## config.mk

```make
export PLATFORM = sky130hd
export DESIGN_NAME = shared_port
export DESIGN_NICKNAME = d
export VERILOG_FILES = /design/src/core/pin_cell.v /design/src/core/in_sync.v /design/src/core/shared_port.v
export VERILOG_INCLUDE_DIRS = /design/src /design/src/core
export SDC_FILE = /design/constraint.sdc
export NUM_CORES = 1
export LEC_CHECK = 0
export BUFFER_PORTS_ARGS = -buffer_cell sky130_fd_sc_hd__buf_2
export CAP_MARGIN = 20
export CORE_AREA = 2 2 78 72
export DETAILED_ROUTE_END_ITERATION = 16
export DIE_AREA = 0 0 80 74
export HOLD_SLACK_MARGIN = 0.15
export PLACE_DENSITY = 0.8
export REMOVE_ABC_BUFFERS = 1
export SETUP_SLACK_MARGIN = 0.5
export SLEW_MARGIN = 0
export SYNTH_ARGS = -nofsm -noshare
export SYNTH_HDL_FRONTEND = slang
export SYNTH_SLANG_ARGS = --single-unit
```

## constraint.sdc

```tcl
create_clock -name hclk -period 1.9 [get_ports hclk]
set_input_delay 0.19 -clock hclk [delete_from_list [all_inputs] [get_ports hclk]]
set_output_delay 0.19 -clock hclk [all_outputs]
set_load 0.1 [all_outputs]
```

## src/core/port_regs.vh

```
// Register offsets, field widths and reset values for the four-bit shared port
`ifndef PORT_REGS_VH
`define PORT_REGS_VH
`define PIN_COUNT 4
`define OFF_DATA 8'h00
`define OFF_DIR 8'h10
`define OFF_PULLUP 8'h34
`define OFF_KEYPAD 8'h38
`define DIR_RESET 4'h0
`define PULLUP_RESET 4'h0
`define KEYPAD_RESET 4'h0
`define HTRANS_NONSEQ 2'h2
`define HTRANS_SEQ 2'h3
`endif

```

## src/core/pin_cell.v

```verilog
// One port pin: driver enable, pull-up control and the input level seen by the bus
`timescale 1ns/1ps
`default_nettype none
module pin_cell
(
	input wire latch_bit, // Stored latch value
	input wire dir_bit, // 1 selects output
	input wire pullup_bit, // Pull-up enable
	input wire pin_in, // Level on the pin
	output wire pin_out, // Value driven on the pin
	output wire pin_oe_n, // Low while the pin is driven
	output wire pullup_on, // Internal pull-up connected
	output wire read_bit // Value seen by a data read
);
	// Driver follows the direction bit only; latch writes never touch the input path
	assign pin_out = latch_bit;
	assign pin_oe_n = ~dir_bit;
	// Pull-up cut as soon as the pin becomes an output
	assign pullup_on = pullup_bit & ~dir_bit;
	// Output pins read back the latch, inputs read the pin
	assign read_bit = dir_bit ? latch_bit : pin_in;
endmodule
`default_nettype wire

```

## src/core/in_sync.v

```verilog
// Two-stage synchroniser bank for the pin inputs
`timescale 1ns/1ps
`default_nettype none
module in_sync
(
	input wire hclk, // Bus clock
	input wire hresetn, // Asynchronous reset, active low
	input wire [3:0] d, // Raw pin levels
	output wire [3:0] q // Synchronised levels
);
	reg [3:0] stage1_reg;
	reg [3:0] stage2_reg;
	// Stage one feeds only stage two to keep metastability contained
	always @(posedge hclk or negedge hresetn)
	begin
		if (!hresetn)
		begin
			stage1_reg <= 4'h0;
			stage2_reg <= 4'h0;
		end
		else
		begin
			stage1_reg <= d;
			stage2_reg <= stage1_reg;
		end
	end
	assign q = stage2_reg;
endmodule
`default_nettype wire

```

## src/core/shared_port.v

```verilog
// Four-bit bidirectional port shared with the keypad interrupt inputs, AHB-Lite slave
// Contract
// - Four pins, each usable as general I/O or keypad interrupt input.
// - One data latch bit per pin, untouched by reset.
// - Keypad enable bit n makes pin n an interrupt input.
// - Direction 1 turns the driver on; 0 makes the pin an input.
// - Reset clears all direction bits, so every pin starts as input.
// - Data read returns the latch for pins set as outputs.
// - Data read returns the pin level for pins set as inputs.
// - Data writes always update the latch, whatever the direction.
// - Latch writes on input pins do not change the input level.
// - Pull-up acts only on input pins with pull-up enabled.
// - Input without pull-up floats; output drives regardless of pull-up.
// - Pull-up drops immediately when the direction selects output.
// - Pull-up enable 1 connects the pull-up, 0 disconnects it.
//
// Our own choice: the AHB-Lite register port.
`timescale 1ns/1ps
`default_nettype none
`include "port_regs.vh"
module shared_port
(
	input wire hclk, // Bus clock, 25 MHz
	input wire hresetn, // Asynchronous reset, active low
	input wire hsel, // Slave select
	input wire [31:0] haddr, // Byte address
	input wire [1:0] htrans, // Transfer type
	input wire hwrite, // 1 for write
	input wire [2:0] hsize, // Transfer size
	input wire [31:0] hwdata, // Write data
	input wire hready, // Bus ready in
	output reg [31:0] hrdata, // Read data
	output wire hreadyout, // Slave ready
	output wire hresp, // Always OKAY
	input wire [3:0] pin_in, // Pin levels
	output wire [3:0] pin_out, // Pin drive values
	output wire [3:0] pin_oe_n, // Low while the pin is driven
	output wire [3:0] pullup_on, // Internal pull-up connected
	output wire [3:0] keypad_inputs, // Levels to the keypad interrupt module
	output wire [3:0] keypad_irq_enable_bits // Pins claimed as interrupt inputs
);
	reg [3:0] pin_data_bits; // Latch, deliberately without reset
	reg [3:0] pin_direction_bits;
	reg [3:0] pin_pullup_enable;
	reg [3:0] keypad_irq_control;
	reg wr_pend_reg;
	reg [7:0] wr_addr_reg;
	wire [3:0] pin_sync;
	wire [3:0] read_bits;
	wire access;
	wire [7:0] off;

	assign access = hsel & hready & (htrans == `HTRANS_NONSEQ | htrans == `HTRANS_SEQ);
	assign off = haddr[7:0];
	assign hreadyout = 1'b1; // Zero wait states
	assign hresp = 1'b0;

	in_sync u_sync
	(
		.hclk(hclk),
		.hresetn(hresetn),
		.d(pin_in),
		.q(pin_sync)
	);

	// One cell per pin
	genvar i;
	generate
		for (i = 0; i < `PIN_COUNT; i = i + 1)
		begin : g_pin
			pin_cell u_cell
			(
				.latch_bit(pin_data_bits[i]),
				.dir_bit(pin_direction_bits[i]),
				.pullup_bit(pin_pullup_enable[i]),
				.pin_in(pin_sync[i]),
				.pin_out(pin_out[i]),
				.pin_oe_n(pin_oe_n[i]),
				.pullup_on(pullup_on[i]),
				.read_bit(read_bits[i])
			);
		end
	endgenerate

	// Keypad module sees every pin level; it decides use from its enable bits
	assign keypad_inputs = pin_sync;
	assign keypad_irq_enable_bits = keypad_irq_control;

	// Latch write address during the address phase
	always @(posedge hclk or negedge hresetn)
	begin
		if (!hresetn)
		begin
			wr_pend_reg <= 1'b0;
			wr_addr_reg <= 8'h00;
		end
		else
		begin
			wr_pend_reg <= access & hwrite;
			wr_addr_reg <= off;
		end
	end

	// Data latch has no reset so its contents survive a system reset
	always @(posedge hclk)
	begin
		if (wr_pend_reg && wr_addr_reg == `OFF_DATA)
			pin_data_bits <= hwdata[3:0];
	end

	// Configuration registers; upper bits simply not stored
	always @(posedge hclk or negedge hresetn)
	begin
		if (!hresetn)
		begin
			pin_direction_bits <= `DIR_RESET;
			pin_pullup_enable <= `PULLUP_RESET;
			keypad_irq_control <= `KEYPAD_RESET;
		end
		else if (wr_pend_reg)
		begin
			if (wr_addr_reg == `OFF_DIR)
				pin_direction_bits <= hwdata[3:0];
			if (wr_addr_reg == `OFF_PULLUP)
				pin_pullup_enable <= hwdata[3:0];
			if (wr_addr_reg == `OFF_KEYPAD)
				keypad_irq_control <= hwdata[3:0];
		end
	end

	// Read data registered at the address phase; unmapped offsets read zero
	always @(posedge hclk or negedge hresetn)
	begin
		if (!hresetn)
			hrdata <= 32'h00000000;
		else if (access && !hwrite)
		begin
			case (off)
				`OFF_DATA: hrdata <= {28'h0000000, read_bits};
				`OFF_DIR: hrdata <= {28'h0000000, pin_direction_bits};
				`OFF_PULLUP: hrdata <= {28'h0000000, pin_pullup_enable};
				`OFF_KEYPAD: hrdata <= {28'h0000000, keypad_irq_control};
				default: hrdata <= 32'h00000000;
			endcase
		end
	end
endmodule
`default_nettype wire

```

# Word level (Yosys, flattened, before mapping)
# Index checks and enable logic that the tools add are counted.
word_totals:
  elab_cells: 42
  output_inout_bits: 54
  inputBits: 78
  register_bits: 65
op_classes:
  n_eq_ne: 8
  mux: 5
  n_reduce_logical: 8
  n_bitwise: 12
ops:
  columns: ["operator", "count"]
  rows:
  - ["== test 8 x 6 -> 1 bit (second input constant)", 4]
  - ["== test 8 x 5 -> 1 bit (second input constant)", 2]
  - ["zero test 8 bit", 2]
  - ["one-hot mux 4 bit (4 select lines)", 1]
  - ["bitwise AND 1 bit", 7]
  - ["AND reduction 2 bit", 3]
  - ["== test 2 bit (second input constant)", 2]
  - ["two-way mux 1 bit", 4]
  - ["NOT 1 bit", 4]
  - ["logical AND 1 bit", 2]
  - ["zero test 1 bit", 1]
  - ["bitwise OR 1 bit", 1]

# Longest topological paths before layout
logic_depth:
  depth_word: 4
  depth_mapped: 4
  mapped_depth_nobuf: 4

# Cells and area by module
# Synthesis repeated with hierarchy kept, for this count alone.
hier_totals:
  cells_unflattened: 141
  hier_area_um2: 1805.5
by_module_without_submodules:
  columns: ["module", "area_each_um2", "cells_per_inst", "seq_area_each_um2", "n_inst"]
  rows:
  - ["shared_port", 1465.2, 117, 745.7, 1]
  - ["in_sync", 200.2, 8, 200.2, 1]
  - ["pin_cell", 35.0, 4, 0.0, 4]

# Worst setup path before layout
# No wires, ideal clock.
synth_timing:
  path_type: "register to register"
  from: "reg wr_addr_reg[1]"
  to: "reg pin_data_bits[0] (enable)"
  synth_period_minus_slack_ns: 1.792
  required_time_ns: 1.521
  arrival_ns: 1.414
  stages_incl_launch_ff: 4
  path_buffers: 0
  setup_ns: 0.379
  path_slack_ns: 0.108
  path_cell_list: "dfrtp_1 > or3_4 > nor3_2 > nor4b_1"
synth_via:
  elab_chain_cells: 2
synth_rtl:
  columns: ["item", "line_no", "rtl"]
  rows:
  - ["from (decl)", "shared_port.v:47", "reg [7:0] wr_addr_reg;"]
  - ["from (signal assigned)", "shared_port.v:95", "wr_addr_reg <= 8'h00;"]
  - ["from (signal assigned)", "shared_port.v:100", "wr_addr_reg <= off;"]
  - ["zero test 8 bit (no source line)", null, null]
  - ["logical AND 1 bit (no source line)", null, null]
  - ["to (signal assigned)", "shared_port.v:108", "pin_data_bits <= hwdata[3:0];"]
  - ["to (decl)", "shared_port.v:42", "reg [3:0] pin_data_bits;"]
# No other way between the ends.
# A chain may end at the register's enable or synchronous reset.

# Worst setup path after layout
layout_timing:
  from: "reg wr_addr_reg[1]"
  to: "reg pin_pullup_enable[1]"
layout_via:
  elab_chain_cells: 2
layout_rtl:
  columns: ["item", "line_no", "rtl"]
  rows:
  - ["== test 8 x 6 -> 1 bit (no source line)", null, null]
  - ["AND reduction 2 bit (no source line)", null, null]
  - ["to (signal assigned)", "shared_port.v:117", "pin_pullup_enable <= `PULLUP_RESET;"]
  - ["to (signal assigned)", "shared_port.v:125", "pin_pullup_enable <= hwdata[3:0];"]
  - ["to (decl)", "shared_port.v:44", "reg [3:0] pin_pullup_enable;"]
# No other way between the ends.

==> results.md <==
* Status: completed
* Vias at 1189
* Fraction of layout cells with a size suffix above 1 at 38.6%
* Buffers & Inverters on Critical Path at 0
* Maximum clock rate at 0.602 GHz
* Worst min-delay path class: in -> reg
* Yosys Warn Count at 0
* Pre-CTS setup slack at roughly 0.16 ns
* CTS tree: built
* Reg2reg end: pin_pullup_enable[1]
* H-tree Lvls at 2
* Initial antenna violation count at 0
* All-Layer GR Usage at 12.5%
* RSZ-0062 raised after global routing: yes
* Max stage delay on crit path at 0.41 ns
* Count of cell types in the netlist at 23
* Layout Area Growth over Synthesis at 23.9%
* Clock latency on the worst-skew pair at 0.29 ns
* Largest family of logic cells by synthesized area: buffers and inverters
* Worst EP arrival at around 1.8 ns
* Ports at 132
* Crit-path max FO at 4
* Worst r2r src: wr_addr_reg[1]
* Clock-pin slew on the worst setup and hold paths at 0.07 ns
* Power Density at roughly 900 nW/um^2
* Routed WL at around 3600 um
* Slowest stage cell on the critical path: or3_4
* Worst path top cell family by delay: simple AND/OR/NAND/NOR gates
* Leakage dissipation at ~1.1 nW
* Worst hold stages at 3
* # setup viols final at 0
* Die width at roughly 80 um
* Post-synthesis mux area share at between 8 and 9%
* PortBufs at 45
* First-pass GRT wire length at 5400 um
* DR vias/cell at 4.34
* Adder-Cell Fraction of Synth Area at 0%
* Simple-Gate Fraction of Synth Area at approximately 11%
* Hold Crit Start: hready
* Max reg flops at 8
* Sequential-to-total area share from yosys stat at 52.8%
* Worst Path Required at a little over 2 ns
* Compound-Gate Fraction of Synth Area at around 7.0%
* # rows at 25
* Grt total ovfl at 0
* Power after layout at 2.06 mW
* Root Driver: clkbuf_8
* Crit. End Element: register
* Clock buffer count from CTS at 5
* Synth Flop Type: dfrtp_1
* Post-synth EDFFs at 4
* Crit path time final at 1.66 ns
* Max Cap Viol at 0
* Worst Setup Path Type: reg -> reg
* Syn Inst Count at 152
* Final Cell Area at 2220 um^2
* Reg2reg path depth at 4
* Largest net degree at the start of global routing at 34
* Clock Skew at 0.00686 ns
* Fin. Hold Viols at 0
* Post-Syn Area at 1790 um^2
* ANT nets after route at 0
* Worst ir drop on vdd at 470 uV
* HPWL Detailed at 2480 um
* Cell chain of the critical path: or3_4 > nor3_4 > and4_4 > mux2_2
* # DRC at 0
* RePlAce Congestion at 0.776
* DR pass1 iterations at 4
* DR WL/cell at 13.1 um
* Worst Tran Pin Value at about 0.70 ns
* Final Max Slew Viols at 0
* DP Cell Count at 247
* Area after DPL at 1870 um^2
* Die Area at slightly below 6000 um^2
* Slew HR at 53.0%
* Vias in the first global route at 1123
* Final setup TNS at 0 ns
* Ant. Diodes at 0
* Final std cells w/o fill at 274
* Async set or reset register ratio after synthesis at 89.2%
* Core area at 5130 um^2
* Seq cells post-synth at 37
* Initial Utilization at between 30% and 40%
* Final worst slack at 0.238 ns
* Reg2Reg Setup Slack at 0.24 ns
* Xor-xnor portion of the synthesized cell area at 0%
* Fin nets at 284
* Hold Path Sink: wr_pend_reg
* Critical Path Start Type: register
* Final Cycle Share at 87.5%
* Longest Clk Path Bufs at 2
* Die height at ~74 um
* CTS Sinks at 37
* Initial drt markers at 46
* Mapped Avg Cell Area at 11.8 um^2
[stage by stage]
| stage | hold WS (ns) | util, % |
|---|---|---|
| after floorplan | -0.106 | - |
| after global placement | 0.268 | 36.4 |
| after detailed placement | 0.280 | 36.4 |
| after CTS | 0.171 | 42.2 |
| after global routing | 0.180 | 43.3 |
| final | 0.168 | 43.3 |
[cells by family after synthesis]
family / count (synthesis)
compound gates: 20
buf+inv: 51
mux: 12
other cells: 2
simple gates: 30
flops: 37
[timing repair]
item | 4_1_cts | 5_1_grt
endpoints found under the setup margin | 21 | 25
gates resized for setup | 9 | 16
pin swaps | 1 | 5
hold endpoints to repair | 50 | 0
hold buffers | 18 | 0
setup buffers | 0 | 1
[Yosys cell counts (all sizes together) (2+ instances only)]
cell type	count	area, um^2
nor2	8	30.0
dfrtp	33	826
a22oi	4	30.0
nand2b	5	31.3
edfxtp	4	120
a21oi	4	20.0
inv	5	18.8
o21ai	8	40.0
mux2	12	150
conb	2	7.51
or3	2	22.5
a22o	4	35.0
buf	46	345
nor2b	6	37.5
nand3	2	10.0
[layout by cell type (no fill, tap or decap), types with 2 or more instances in the layout]
cell type / instances
buf_2: 35
dfrtp_1: 33
conb_1: 30
dlygate4sd3_1: 18
mux2_2: 8
nor2_1: 7
o21ai_0: 7
buf_4: 6
nand2b_1: 5
inv_1: 5
clkbuf_8: 5
nor2b_1: 4
mux2_4: 4
a22o_1: 4
a22oi_2: 4
a21oi_1: 4
edfxtp_1: 4
buf_6: 3
clkbuf_4: 3
or3_4: 2
nand3_1: 2
nor2b_2: 2
clkinv_2: 2
[per-layer routing]
layer | vias up | global-route usage (%) | share of wire, %
li1 | 546 | - | -
met1 | 585 | 14.1 | 41
met2 | 53 | 22.2 | 52
met3 | 5 | 4.49 | 6.5
met4 | 0 | 3.95 | 1.1
met5 | - | 0 | 0
[worst reg2reg max path, stage by stage (launching register included)]
cell     delay, ns
dfrtp_1       0.36
or3_4         0.41
nor3_4        0.16
and4_4        0.29
mux2_2        0.34
[where the power goes]
group / switching (mW) / leakage (nW) / total, mW / internal (mW)
logic: 0.563 / 0.574 / 0.659 / 0.0961
registers: 0.0265 / 0.433 / 0.869 / 0.843
clock network: 0.277 / 0.0439 / 0.530 / 0.253
[cell type report]
type,instances,area [um^2]
inverters,5,18.8
clock inverters,3,17.5
flip-flops and latches,37,946
repair buffers,65,457
clock buffers,5,68.8
multi-input cells,92,631
fillers,500,2910
well taps,67,83.8
[how the worst max path moves through the flow]
| stage | start | endpoint | slack (ns) | cells after the start |
|---|---|---|---|---|
| 3_5_place_dp | wr_addr_reg[1] | pin_pullup_enable[0] | 0.16 | 4 |
| 4_1_cts | wr_addr_reg[1] | pin_data_bits[1] | 0.25 | 4 |
| 2_1_floorplan | pin_direction_bits[0] | pullup_on[0] | -0.02 | 1 |
| 3_3_place_gp | wr_addr_reg[1] | pin_pullup_enable[0] | 0.19 | 4 |
| 5_1_grt | wr_addr_reg[1] | pin_pullup_enable[0] | 0.20 | 4 |
| 6_report | wr_addr_reg[1] | pin_pullup_enable[1] | 0.24 | 4 |
(Power assumes the default switching activity.)
